### src/core/flash_prot_defs.svh
// Constants for the flash rewrite protection block
// What this block does
// Program and erase start only on commands
// One enable bit guards the two lowest blocks
// Enable clear ignores commands to those blocks
// Erase works on one whole block only
// Software never reprograms a word before erasing; this block does not check it
// Both strap pins high at reset selects boot
// Every rewrite of the boot area is refused
// Release nonzero and level not 11 blocks parallel
// Release 00 lifts the parallel protection
// Parallel port cannot change the release field while protected
// Level field counts only when release is nonzero
// Protect bits clear only; block 0 erase sets ones
// Serial mode compares received and stored ID
// ID mismatch refuses all serial commands unless the stored ID is blank
// Stored ID bytes read from fixed high addresses
// Serial link is clock synchronous or UART
// In place mode spares the routine's own block
// Protect byte write is AND with stored value
`ifndef FLASH_PROT_DEFS_SVH
`define FLASH_PROT_DEFS_SVH

// ----------------------------------------
// Register word indices (byte address / 4)
// ----------------------------------------
`define REG_CTRL 6'h00
`define REG_CMD 6'h01
`define REG_ADDR 6'h02
`define REG_WDATA 6'h03
`define REG_STATUS 6'h04
`define REG_PROTECT 6'h05
`define REG_IDRX_LO 6'h06
`define REG_IDRX_HI 6'h07
`define REG_IDCHK 6'h08

// ----------------------------------------
// Control and status fields
// ----------------------------------------
`define CTRL_LBWE 0
`define CTRL_INPLACE 1
`define CTRL_UART 2
`define CTRL_EXEC_LO 4
`define CTRL_EXEC_HI 5
`define STAT_BUSY 0
`define STAT_REFUSED 1
`define STAT_BOOT 2
`define STAT_IDOK 3
`define STAT_LOCKED 4
`define STAT_PARBLK 5

// ----------------------------------------
// Flash map and protect byte
// ----------------------------------------
`define BLK0_BASE 20'hfe000
`define BLK1_BASE 20'hfc000
`define BLK2_BASE 20'hf8000
`define BOOT_BASE 20'h0f000
`define BOOT_TOP 20'h0ffff
`define PB_WORD_ADDR 20'hffffe
`define PB_ERASED 8'hff
`define PB_LEVEL_ON 2'h3
`define PB_RELEASE_OFF 2'h0
`define ID_BLANK 8'hff
`define ID_COUNT 3'h5
`define ID_ADDR0 20'hfffdf
`define ID_ADDR1 20'hfffe3
`define ID_ADDR2 20'hfffeb
`define ID_ADDR3 20'hffff3
`define ID_ADDR4 20'hffffb

`endif

### src/core/flash_prot_pkg.sv
// Types shared by the flash rewrite protection block
package flash_prot_pkg;

    typedef enum logic [1:0] {
        OP_NONE,
        OP_PROGRAM,
        OP_ERASE,
        OP_READ
    } flash_op_t;

    typedef struct packed {
        flash_op_t op;
        logic [19:0] addr;
        logic [15:0] data;
    } flash_req_t;

    typedef enum {
        ST_IDLE,
        ST_OP,
        ST_IDREAD
    } ctl_state_t;

endpackage

### src/core/flash_rewrite_protection.sv
// Flash rewrite protection controller with AHB-Lite registers
//
// Chosen here: the register addresses and the AHB-Lite register port.
`timescale 1ns/1ns
`default_nettype none
`include "flash_prot_defs.svh"

module flash_rewrite_protection (
    // Clock and reset
    input wire logic clk_in,
    input wire logic rst_in,
    // AHB-Lite slave
    input wire logic hsel_in,
    input wire logic [31:0] haddr_in,
    input wire logic [1:0] htrans_in,
    input wire logic hwrite_in,
    input wire logic [2:0] hsize_in,
    input wire logic [31:0] hwdata_in,
    input wire logic hready_in,
    output logic hreadyout_out,
    output logic hresp_out,
    output logic [31:0] hrdata_out,
    // Flash array port
    output flash_prot_pkg::flash_req_t flash_req_out,
    output logic flash_valid_out,
    input wire logic flash_done_in,
    input wire logic [7:0] flash_rdata_in,
    // Pins
    input wire logic boot_select_pin_in,
    input wire logic boot_strap_port_pin_in,
    input wire logic serial_mode_in,
    input wire logic parallel_mode_in,
    input wire logic par_pb_we_in,
    input wire logic [7:0] par_pb_data_in,
    // Mode and protection status
    output logic boot_mode_out,
    output logic parallel_block_out,
    output logic serial_locked_out,
    output logic serial_uart_out,
    output logic in_place_rewrite_mode_out
);
    import flash_prot_pkg::*;

    // Block index of a flash address, used for several checks
    function automatic logic [2:0] block_of(input logic [19:0] a);
        if (a >= `BLK0_BASE) begin
            block_of = 3'h0;
        end else if (a >= `BLK1_BASE) begin
            block_of = 3'h1;
        end else if (a >= `BLK2_BASE) begin
            block_of = 3'h2;
        end else begin
            block_of = 3'h3;
        end
    endfunction

    // Stored ID byte locations, lowest first
    function automatic logic [19:0] id_addr(input logic [2:0] i);
        case (i)
            3'h0: id_addr = `ID_ADDR0;
            3'h1: id_addr = `ID_ADDR1;
            3'h2: id_addr = `ID_ADDR2;
            3'h3: id_addr = `ID_ADDR3;
            default: id_addr = `ID_ADDR4;
        endcase
    endfunction

    // ----------------------------------------
    // Pin synchronisers
    // ----------------------------------------
    logic [12:0] sync1_r;
    logic [12:0] sync2_r;
    logic par_we_prev_r;

    // Two stages before anything looks at a pin; kept out of reset so
    // the straps are settled while reset is held and boot can be caught
    always_ff @(posedge clk_in) begin
        sync1_r <= {par_pb_data_in, par_pb_we_in, parallel_mode_in,
                    serial_mode_in, boot_strap_port_pin_in,
                    boot_select_pin_in};
        sync2_r <= sync1_r;
        // Tracks the pin through reset, so no false edge follows it
        par_we_prev_r <= sync2_r[4];
    end

    logic strap_both;
    logic ser_mode;
    logic par_mode;
    logic par_we_pulse;
    logic [7:0] par_data;
    assign strap_both = sync2_r[0] & sync2_r[1];
    assign ser_mode = sync2_r[2];
    assign par_mode = sync2_r[3];
    assign par_we_pulse = sync2_r[4] & ~par_we_prev_r;
    assign par_data = sync2_r[12:5];

    // ----------------------------------------
    // AHB-Lite slave
    // ----------------------------------------
    logic dp_we_r, dp_we_nxt;
    logic [5:0] dp_idx_r, dp_idx_nxt;
    logic [31:0] hrdata_r, hrdata_nxt;
    logic [31:0] rd_word;
    logic take;
    logic wr;

    assign take = hsel_in & htrans_in[1] & hready_in;
    assign wr = dp_we_r;
    assign hreadyout_out = 1'b1;   // Zero wait states, never stalls
    assign hresp_out = 1'b0;       // Always OKAY
    assign hrdata_out = hrdata_r;

    // Address phase capture; read data registered for the data phase
    always_comb begin
        dp_we_nxt = take & hwrite_in;
        dp_idx_nxt = haddr_in[7:2];
        hrdata_nxt = hrdata_r;
        if (take & ~hwrite_in) begin
            hrdata_nxt = rd_word;
        end
    end

    always_ff @(posedge clk_in) begin
        if (rst_in) begin
            dp_we_r <= 1'b0;
            dp_idx_r <= 6'h00;
            hrdata_r <= 32'h0000_0000;
        end else begin
            dp_we_r <= dp_we_nxt;
            dp_idx_r <= dp_idx_nxt;
            hrdata_r <= hrdata_nxt;
        end
    end

    // ----------------------------------------
    // Core state
    // ----------------------------------------
    ctl_state_t state_r, state_nxt;
    logic [7:0] ctrl_r, ctrl_nxt;
    logic [19:0] addr_r, addr_nxt;
    logic [15:0] wdata_r, wdata_nxt;
    logic [7:0] pb_r, pb_nxt;
    logic [39:0] idrx_r, idrx_nxt;
    logic [2:0] idx_r, idx_nxt;
    logic match_r, match_nxt;
    logic blank_r, blank_nxt;
    logic id_ok_r, id_ok_nxt;
    logic refused_r, refused_nxt;
    logic boot_r, boot_nxt;
    flash_req_t req_r, req_nxt;

    logic [2:0] tgt_blk;
    logic in_boot;
    logic prot_active;
    logic cmd_refuse;
    logic [7:0] rx_byte;
    flash_op_t cmd_op;
    logic is_cmd;

    assign tgt_blk = block_of(addr_r);
    assign in_boot = (addr_r >= `BOOT_BASE) && (addr_r <= `BOOT_TOP);
    // Level field is only looked at while release is nonzero
    assign prot_active = (pb_r[1:0] != `PB_RELEASE_OFF) &&
                         (pb_r[3:2] != `PB_LEVEL_ON);
    assign is_cmd = wr && (dp_idx_r == `REG_CMD);
    assign cmd_op = flash_op_t'(hwdata_in[1:0]);
    assign rx_byte = idrx_r[{idx_r, 3'b000} +: 8];

    // Any one of these stops a command before it reaches the array
    always_comb begin
        cmd_refuse = 1'b0;
        if (state_r != ST_IDLE) begin
            cmd_refuse = 1'b1;
        end
        if (cmd_op == OP_NONE || cmd_op == OP_READ) begin
            cmd_refuse = 1'b1;
        end
        if (in_boot) begin
            cmd_refuse = 1'b1;
        end
        if (tgt_blk < 3'h2 && !ctrl_r[`CTRL_LBWE]) begin
            cmd_refuse = 1'b1;
        end
        if (ctrl_r[`CTRL_INPLACE] &&
            tgt_blk[1:0] == ctrl_r[`CTRL_EXEC_HI:`CTRL_EXEC_LO]) begin
            cmd_refuse = 1'b1;
        end
        if (ser_mode && !id_ok_r) begin
            cmd_refuse = 1'b1;
        end
        if (par_mode && prot_active) begin
            cmd_refuse = 1'b1;
        end
    end

    // Register read mux; unmapped words read zero
    always_comb begin
        case (haddr_in[7:2])
            `REG_CTRL: rd_word = {24'h000000, ctrl_r};
            `REG_ADDR: rd_word = {12'h000, addr_r};
            `REG_WDATA: rd_word = {16'h0000, wdata_r};
            `REG_STATUS: rd_word = {26'h0000000, parallel_block_out,
                                    serial_locked_out, id_ok_r, boot_r,
                                    refused_r, state_r != ST_IDLE};
            `REG_PROTECT: rd_word = {24'h000000, pb_r};
            `REG_IDRX_LO: rd_word = idrx_r[31:0];
            `REG_IDRX_HI: rd_word = {24'h000000, idrx_r[39:32]};
            default: rd_word = 32'h0000_0000;
        endcase
    end

    // Next state of control registers, sequencer and flash request
    always_comb begin
        state_nxt = state_r;
        ctrl_nxt = ctrl_r;
        addr_nxt = addr_r;
        wdata_nxt = wdata_r;
        pb_nxt = pb_r;
        idrx_nxt = idrx_r;
        idx_nxt = idx_r;
        match_nxt = match_r;
        blank_nxt = blank_r;
        id_ok_nxt = id_ok_r;
        refused_nxt = refused_r;
        boot_nxt = boot_r;
        req_nxt = req_r;
        // Strap is caught on every reset cycle, frozen after release
        if (rst_in) begin
            boot_nxt = strap_both;
        end
        if (wr) begin
            case (dp_idx_r)
                `REG_CTRL: ctrl_nxt = hwdata_in[7:0];
                `REG_ADDR: addr_nxt = hwdata_in[19:0];
                `REG_WDATA: wdata_nxt = hwdata_in[15:0];
                `REG_STATUS: begin
                    if (hwdata_in[`STAT_REFUSED]) begin
                        refused_nxt = 1'b0;
                    end
                end
                `REG_PROTECT: pb_nxt = pb_r & hwdata_in[7:0];
                `REG_IDRX_LO: idrx_nxt[31:0] = hwdata_in;
                `REG_IDRX_HI: idrx_nxt[39:32] = hwdata_in[7:0];
                default: ;
            endcase
        end
        // Parallel port writes keep the release field while protected
        if (par_mode && par_we_pulse) begin
            pb_nxt = pb_nxt & par_data;
            if (prot_active) begin
                pb_nxt[1:0] = pb_r[1:0];
            end
        end
        case (state_r)
            ST_IDLE: begin
                if (is_cmd) begin
                    if (cmd_refuse) begin
                        refused_nxt = 1'b1;
                    end else begin
                        state_nxt = ST_OP;
                        req_nxt.op = cmd_op;
                        req_nxt.addr = addr_r;
                        req_nxt.data = wdata_r;
                        if (cmd_op == OP_ERASE) begin
                            req_nxt.addr = {addr_r[19:13], 13'h0000};
                        end
                    end
                end else if (wr && dp_idx_r == `REG_IDCHK) begin
                    state_nxt = ST_IDREAD;
                    idx_nxt = 3'h0;
                    match_nxt = 1'b1;
                    blank_nxt = 1'b1;
                    id_ok_nxt = 1'b0;
                    req_nxt.op = OP_READ;
                    req_nxt.addr = id_addr(3'h0);
                end
            end
            ST_OP: begin
                if (flash_done_in) begin
                    state_nxt = ST_IDLE;
                    req_nxt.op = OP_NONE;
                    // Mirror the array: erase of block 0 restores ones
                    if (req_r.op == OP_ERASE &&
                        block_of(req_r.addr) == 3'h0) begin
                        pb_nxt = `PB_ERASED;
                    end
                    if (req_r.op == OP_PROGRAM &&
                        req_r.addr == `PB_WORD_ADDR) begin
                        pb_nxt = pb_nxt & req_r.data[15:8];
                    end
                end
            end
            ST_IDREAD: begin
                if (flash_done_in) begin
                    if (flash_rdata_in != rx_byte) begin
                        match_nxt = 1'b0;
                    end
                    if (flash_rdata_in != `ID_BLANK) begin
                        blank_nxt = 1'b0;
                    end
                    if (idx_r == `ID_COUNT - 3'h1) begin
                        state_nxt = ST_IDLE;
                        req_nxt.op = OP_NONE;
                        id_ok_nxt = (match_nxt | blank_nxt);
                    end else begin
                        idx_nxt = idx_r + 3'h1;
                        req_nxt.addr = id_addr(idx_r + 3'h1);
                    end
                end
            end
            default: begin
                state_nxt = ST_IDLE;
                req_nxt.op = OP_NONE;
            end
        endcase
    end

    always_ff @(posedge clk_in) begin
        if (rst_in) begin
            state_r <= ST_IDLE;
            ctrl_r <= 8'h00;
            addr_r <= 20'h00000;
            wdata_r <= 16'h0000;
            pb_r <= `PB_ERASED;
            idrx_r <= 40'h00_0000_0000;
            idx_r <= 3'h0;
            match_r <= 1'b0;
            blank_r <= 1'b0;
            id_ok_r <= 1'b0;
            refused_r <= 1'b0;
            req_r <= '0;
        end else begin
            state_r <= state_nxt;
            ctrl_r <= ctrl_nxt;
            addr_r <= addr_nxt;
            wdata_r <= wdata_nxt;
            pb_r <= pb_nxt;
            idrx_r <= idrx_nxt;
            idx_r <= idx_nxt;
            match_r <= match_nxt;
            blank_r <= blank_nxt;
            id_ok_r <= id_ok_nxt;
            refused_r <= refused_nxt;
            req_r <= req_nxt;
        end
    end

    // Boot flag is not reset-cleared: it loads from the strap
    always_ff @(posedge clk_in) begin
        boot_r <= boot_nxt;
    end

    // ----------------------------------------
    // Outputs
    // ----------------------------------------
    assign flash_req_out = req_r;
    assign flash_valid_out = (state_r != ST_IDLE);
    assign boot_mode_out = boot_r;
    assign parallel_block_out = par_mode & prot_active;
    assign serial_locked_out = ser_mode & ~id_ok_r;
    assign serial_uart_out = ctrl_r[`CTRL_UART];
    assign in_place_rewrite_mode_out = ctrl_r[`CTRL_INPLACE];

endmodule
`default_nettype wire

### config.mk
export PLATFORM = sky130hd
export DESIGN_NAME = flash_rewrite_protection
export DESIGN_NICKNAME = d
export VERILOG_FILES = /design/src/core/flash_prot_pkg.sv /design/src/core/flash_rewrite_protection.sv
export VERILOG_INCLUDE_DIRS = /design/src /design/src/core
export SDC_FILE = /design/constraint.sdc
export NUM_CORES = 1
export LEC_CHECK = 0
export ABC_AREA = 1
export BUFFER_PORTS_ARGS = -buffer_cell sky130_fd_sc_hd__buf_4
export CAP_MARGIN = 15
export CORE_AREA = 5 5 146 148
export CTS_CLUSTER_SIZE = 24
export DETAILED_ROUTE_END_ITERATION = 10
export DIE_AREA = 0 0 151 153
export PLACE_DENSITY = 0.75
export REMOVE_ABC_BUFFERS = 1
export SKIP_LAST_GASP = 1
export SYNTH_ARGS = -nofsm -noshare
export SYNTH_HDL_FRONTEND = slang
export SYNTH_SLANG_ARGS = --single-unit
### constraint.sdc
create_clock -name clk_in -period 1.9 [get_ports clk_in]
set_clock_uncertainty 0.15 [all_clocks]
set_input_delay 0.095 -clock clk_in [delete_from_list [all_inputs] [get_ports clk_in]]
set_output_delay 0.095 -clock clk_in [all_outputs]
set_load 0.05 [all_outputs]
# Yosys cells after proc, flatten, opt, wreduce, memory -nomap -nowiden
# Index checks and enable logic that the tools add are counted.
op_classes:
  addsub: 1
  order_cmp: 9
  eq_ne: 37
  n_shift: 1
  muxes: 72
  bitwise_logic: 16
  n_reduce_logical: 34
op_table:
  columns: ["operator", "n"]
  rows:
  - ["$pmux 32 s7", 1]
  - ["$mux 32", 6]
  - ["$ge 20x20->1 const B", 6]
  - ["$pmux 32 s3", 1]
  - ["$mux 8", 9]
  - ["$mux 22", 3]
  - ["$eq 6x3->1 const B", 8]
  - ["$pmux 20 s2", 1]
  - ["$shiftx 40x7->8", 1]
  - ["$mux 38", 1]
  - ["$eq 32x1->1 const B", 1]
  - ["$eq 32x2->1 const B", 1]
  - ["$logic_not 32->1", 1]
  - ["$reduce_bool 32->1", 1]
  - ["$mux 1", 29]
  - ["$and 8x8->8", 3]
  - ["$eq 6x2->1 const B", 4]
  - ["$pmux 6 s4", 1]
  - ["$eq 20x20->1 const B", 1]
  - ["$ge 20x16->1 const B", 1]
  - ["$le 20x16->1 const B", 1]
  - ["$mux 20", 1]
  - ["$reduce_and 5->1", 4]
  - ["$mux 3", 6]
  - ["other kinds (32)", 78]
totals:
  reg_bits: 236
  inputBits: 96
  out_inout_bits: 78
  word_cells: 192

# Depth between registers and ports, before layout
logic_depth:
  word_depth: 15
  depth_mapped: 14

# Worst setup path after synthesis
# No wires, ideal clock.
synth_timing:
  path_type: "register to register"
  startpoint: "register id_ok_r"
  endpoint: "register req_r, in the netlist flash_req_out[10]"
  setup_ps: 128
  t_arrival_ps: 1949
  required_ps: 1622
  path_slack_ps: -328
  stages_incl_launch_ff: 10
  n_path_buf: 1
  cell_sequence: "dfxtp_1 > nor2_1 > nor3_2 > o21ai_1 > nor3_4 > nand2_2 > inv_1 > nand2_1 > clkbuf_1 > a21oi_1"
synth_between:
  elab_chain_cells: 6
synth_lines:
  columns: ["element", "line_no", "source"]
  rows:
  - ["from (decl)", "flash_rewrite_protection.sv:147", "logic id_ok_r, id_ok_nxt;"]
  - ["from (signal assigned)", "flash_rewrite_protection.sv:342", "id_ok_r <= id_ok_nxt;"]
  - ["$logic_not 1->1", "flash_rewrite_protection.sv:188", "if (ser_mode && !id_ok_r) begin"]
  - ["$logic_and 1x1->1", "flash_rewrite_protection.sv:188", null]
  - ["$mux 1", "flash_rewrite_protection.sv:188", null]
  - ["$mux 1", "flash_rewrite_protection.sv:191", "if (par_mode && prot_active) begin"]
  - ["$not 1->1 (no line)", null, null]
  - ["$reduce_and 3->1 (no line)", null, null]
  - ["to (signal assigned)", "flash_rewrite_protection.sv:344", "req_r <= req_nxt;"]
  - ["to (decl)", "flash_rewrite_protection.sv:150", "flash_req_t req_r, req_nxt;"]
# Every way passes these cells.
# A chain may end at the register's enable or synchronous reset.

# Worst setup path after layout
layout_timing:
  startpoint: "register state_r[1]"
  endpoint: "register req_r, in the netlist flash_req_out[6]"
layout_between:
  elab_chain_cells: 10
  elab_cells_between_ends: 11
layout_lines:
  columns: ["element", "line_no", "source"]
  rows:
  - ["from (decl)", "flash_rewrite_protection.sv:138", "ctl_state_t state_r, state_nxt;"]
  - ["from (signal assigned)", "flash_rewrite_protection.sv:333", "state_r <= state_nxt;"]
  - ["$reduce_bool 32->1", "flash_rewrite_protection.sv:172", "if (state_r != ST_IDLE) begin"]
  - ["$mux 1", "flash_rewrite_protection.sv:172", null]
  - ["$mux 1", "flash_rewrite_protection.sv:175", "if (cmd_op == OP_NONE || cmd_op == OP_READ) begin"]
  - ["$mux 1", "flash_rewrite_protection.sv:178", "if (in_boot) begin"]
  - ["$mux 1", "flash_rewrite_protection.sv:181", "if (tgt_blk < 3'h2 && !ctrl_r[`CTRL_LBWE]) begin"]
  - ["$mux 1", "flash_rewrite_protection.sv:184", "if (ctrl_r[`CTRL_INPLACE] &&"]
  - ["$mux 1", "flash_rewrite_protection.sv:188", null]
  - ["$mux 1", "flash_rewrite_protection.sv:191", null]
  - ["$not 1->1 (no line)", null, null]
  - ["$reduce_and 3->1 (no line) *", null, null]
# Every way passes the cells marked *; elsewhere a longest branch is shown, timed or not.

==> summary.txt <==
Run status
  • Status: finished with violations
  • Failing checks: negative setup slack

Yosys
  • Number of synthesis warnings: 0
  • Synthesized flop and latch total: slightly above 200
  • Most frequent cell after synthesis: nand2_1
  • Async S/R FF share, synth: 0%
  • Top-area cell type share of the netlist area: 46.9%
  • Ys flop type: dfxtp_1
  • Mapped cell area: 8750 um^2
  • Synth cell count leaders: nand2_1, dfxtp_1, o21ai_0
  • Number of synthesized flops with an enable pin: 1
  • Synth Instances: 1214
  • Largest area contributor in the netlist: dfxtp_1
  • Mean Syn Cell Area: 7.21 um^2
  • Netlist cell types: 43
  • Seq/Total Area, Yosys: a little under half
  • Largest cells by area after synthesis: dfxtp_1, nand2_1, o21ai_0

Global routing
  • GRT overflow: 0
  • Initial antenna violation count: 1
  • Pin count of the biggest net entering global routing: slightly below 80
  • Vias in the first global route: between 8k and 9k
  • First-pass GRT wire length: 45700 um
  • Total track usage: 24.5%

Floorplan
  • Initial Util: 43.9%
  • Core Region: 19900 um^2
  • # IOs: 174
  • Core Rows: 52
  • Die Y-Extent: about 150 um
  • Die Wd: around 150 um
  • Die ar.: 23100 um^2

Clock tree
  • Sink Count: 206
  • Clk root buf: clkbuf_16
  • TritonCTS buffer count: 23
  • Maximum buffer depth of the clock tree: 3
  • Clk_lat worst skew: roughly 0.5 ns
  • TritonCTS clock tree: built
  • Reg clk slew, reported paths: 0.06 ns
  • Htree depth: 1

Worst setup path
  • R2R cell count: 11
  • Crit-path max FO: 7
  • Required time worst endpoint: 2.14 ns
  • CP Launch Type: flip-flop
  • CP endpoint kind: flip-flop
  • Crit Path Class: flip-flop to flip-flop
  • Critical Path AT: 2.20 ns

STA
  • Final setup vio count: 36
  • Pins Over Slew Limit: 0
  • Fmax: 0.510 GHz
  • Worst setup margin: -0.0612 ns
  • Final period util: 103%
  • RSZ-0062 raised after global routing: yes
  • Max_slew headroom: 59.4%
  • Tmin final: 1.96 ns
  • Final hold vios: 0
  • Slew @ Worst Pin: between 0.6 and 0.7 ns

Drt
  • DR DRC count: 0
  • DR WL/cell: 16.8 um
  • Routed Antenna Nets: 0
  • Via count: 9206
  • Starting DRC count in detailed routing: 819
  • Routed wire length: 29600 um
  • Drt first pass iters: 5
  • DR vias/cell: 5.22

Pwr
  • Total Power: 10.1 mW
  • Worst IR Drop VDD: 661 uV
  • P_leak: approximately 5.3 nW
  • Pwr Density: 822 nW/um^2

Worst hold path
  • Hold Crit Class: input pin to flip-flop
  • Hold Path Depth: 2

Final layout
  • Non-filler cells, final: roughly 1.8k
  • Area Overhead vs Synth: 40.9%
  • Nets: around 1.6k
  • Diode count: 0
  • Layout cells sized above 1: 22.8%
  • Post-layout util: 61.9%

Placed design
  • Placed cells: 1653
  • IO Port Bufs: roughly 140
  • Placer Congestion: 0.929
  • Hpwl dp: 20400 um

Run
  • Total of max-cap violations: 0
critical path: stages (launching register included):
cell and delay [ns]:
dfxtp_1 0.34, inv_2 0.08, nand2_4 0.06, nor3_4 0.18
o21ai_2 0.09, nor3_4 0.22, nand2_4 0.10, inv_2 0.11
nand2_8 0.10, buf_12 0.16, o21ai_0 0.19, a21oi_1 0.06
cells in the final DEF, fill, tap and decap left out, drive strengths merged, types with 6 or more instances in the layout:
| master | netlist | final |
|---|---|---|
| clkbuf | 40 | 34 |
| nor2 | 126 | 126 |
| buf | 19 | 236 |
| nand2 | 253 | 253 |
| nand4 | 14 | 14 |
| nor3 | 15 | 15 |
| a21oi | 136 | 136 |
| ha | 6 | 6 |
| o21ai | 155 | 155 |
| nand3 | 43 | 43 |
| a32oi | 6 | 6 |
| dlygate4sd3 | 0 | 65 |
| dfxtp | 205 | 205 |
| inv | 148 | 148 |
path summary, 6_finish.rpt:
kind | startpoint | slack, ns | to
worst min register to register | sync1_r[3]$_DFF_P_ | 0.18 | sync2_r[3]$_DFF_P_
worst min-delay path | boot_strap_port_pin_in | 0.08 | sync1_r[1]$_DFF_P_
worst max register to register | state_r[1]$_SDFFE_PP0P_ | -0.06 | flash_req_out[6]$_SDFFE_PP0P_
worst max-delay path | state_r[1]$_SDFFE_PP0P_ | -0.06 | flash_req_out[6]$_SDFFE_PP0P_
through the flow:
step | TNS, ns | area, um^2 | hold WS [ns] | setup WS (ns)
floorplan | -60.13 | 8480 | -0.0273 | -0.723
global placement | -3.22 | 10600 | 0.0493 | -0.114
detailed placement | -5.99 | 10600 | 0.0506 | -0.200
CTS | -0.598 | 12100 | 0.0790 | -0.0443
global route | -5.96 | 12300 | 0.0822 | -0.185
finish | -1.25 | 12300 | 0.0822 | -0.0612
power by group:
group	switching, mW	internal (mW)
Clock	1.72	2.35
Sequential	0.0691	4.45
Combinational	0.928	0.610
routing by layer:
metal	vias up	GRT usage, %	part of all wire, %
li1	4499	-	-
met1	4231	30.6	40
met2	387	42.2	49
met3	87	4.59	8.1
met4	2	8.33	3.1
met5	-	0	0.044
final cells by class:
| type | instances | area, um^2 |
|---|---|---|
| sequential | 206 | 4140 |
| timing repair buffer | 303 | 2620 |
| inverter | 149 | 561 |
| multi-input combinational | 800 | 4000 |
| fill | 1741 | 7580 |
| clock inverter | 4 | 20.0 |
| tap | 270 | 338 |
| clock buffer | 32 | 649 |
cells by family (layout without fill, tap and decap cells):
logic type      Yosys count  count (layout)  synth area share, %
other cells               2               2               0.0858
flops                   206             206                 47.3
fa+ha+maj                 6               6                0.858
xor+xnor                  1               1                0.100
buf+inv                 208             488                 9.48
simple gates            462             462                 22.1
compound gates          329             329                 20.2
registers in the layout, indices dropped and copies added (netlist names), 8 cells and up:
| signal | cells |
|---|---|
| ctrl_r | 8 |
| hrdata_out | 32 |
| addr_r | 20 |
| wdata_r | 16 |
| pb_r | 8 |
| sync2_r | 13 |
| idrx_r | 40 |
| sync1_r | 13 |
| flash_req_out | 38 |
repair_timing:
item,in CTS,in global routing
endpoints found under the hold margin,131,0
pin swaps,7,10
hold buffers,65,0
setup endpoints to repair,56,91
gates cloned,3,2
resized for setup,46,51
setup buffers,3,2
Power figures use the tool's default switching activity.
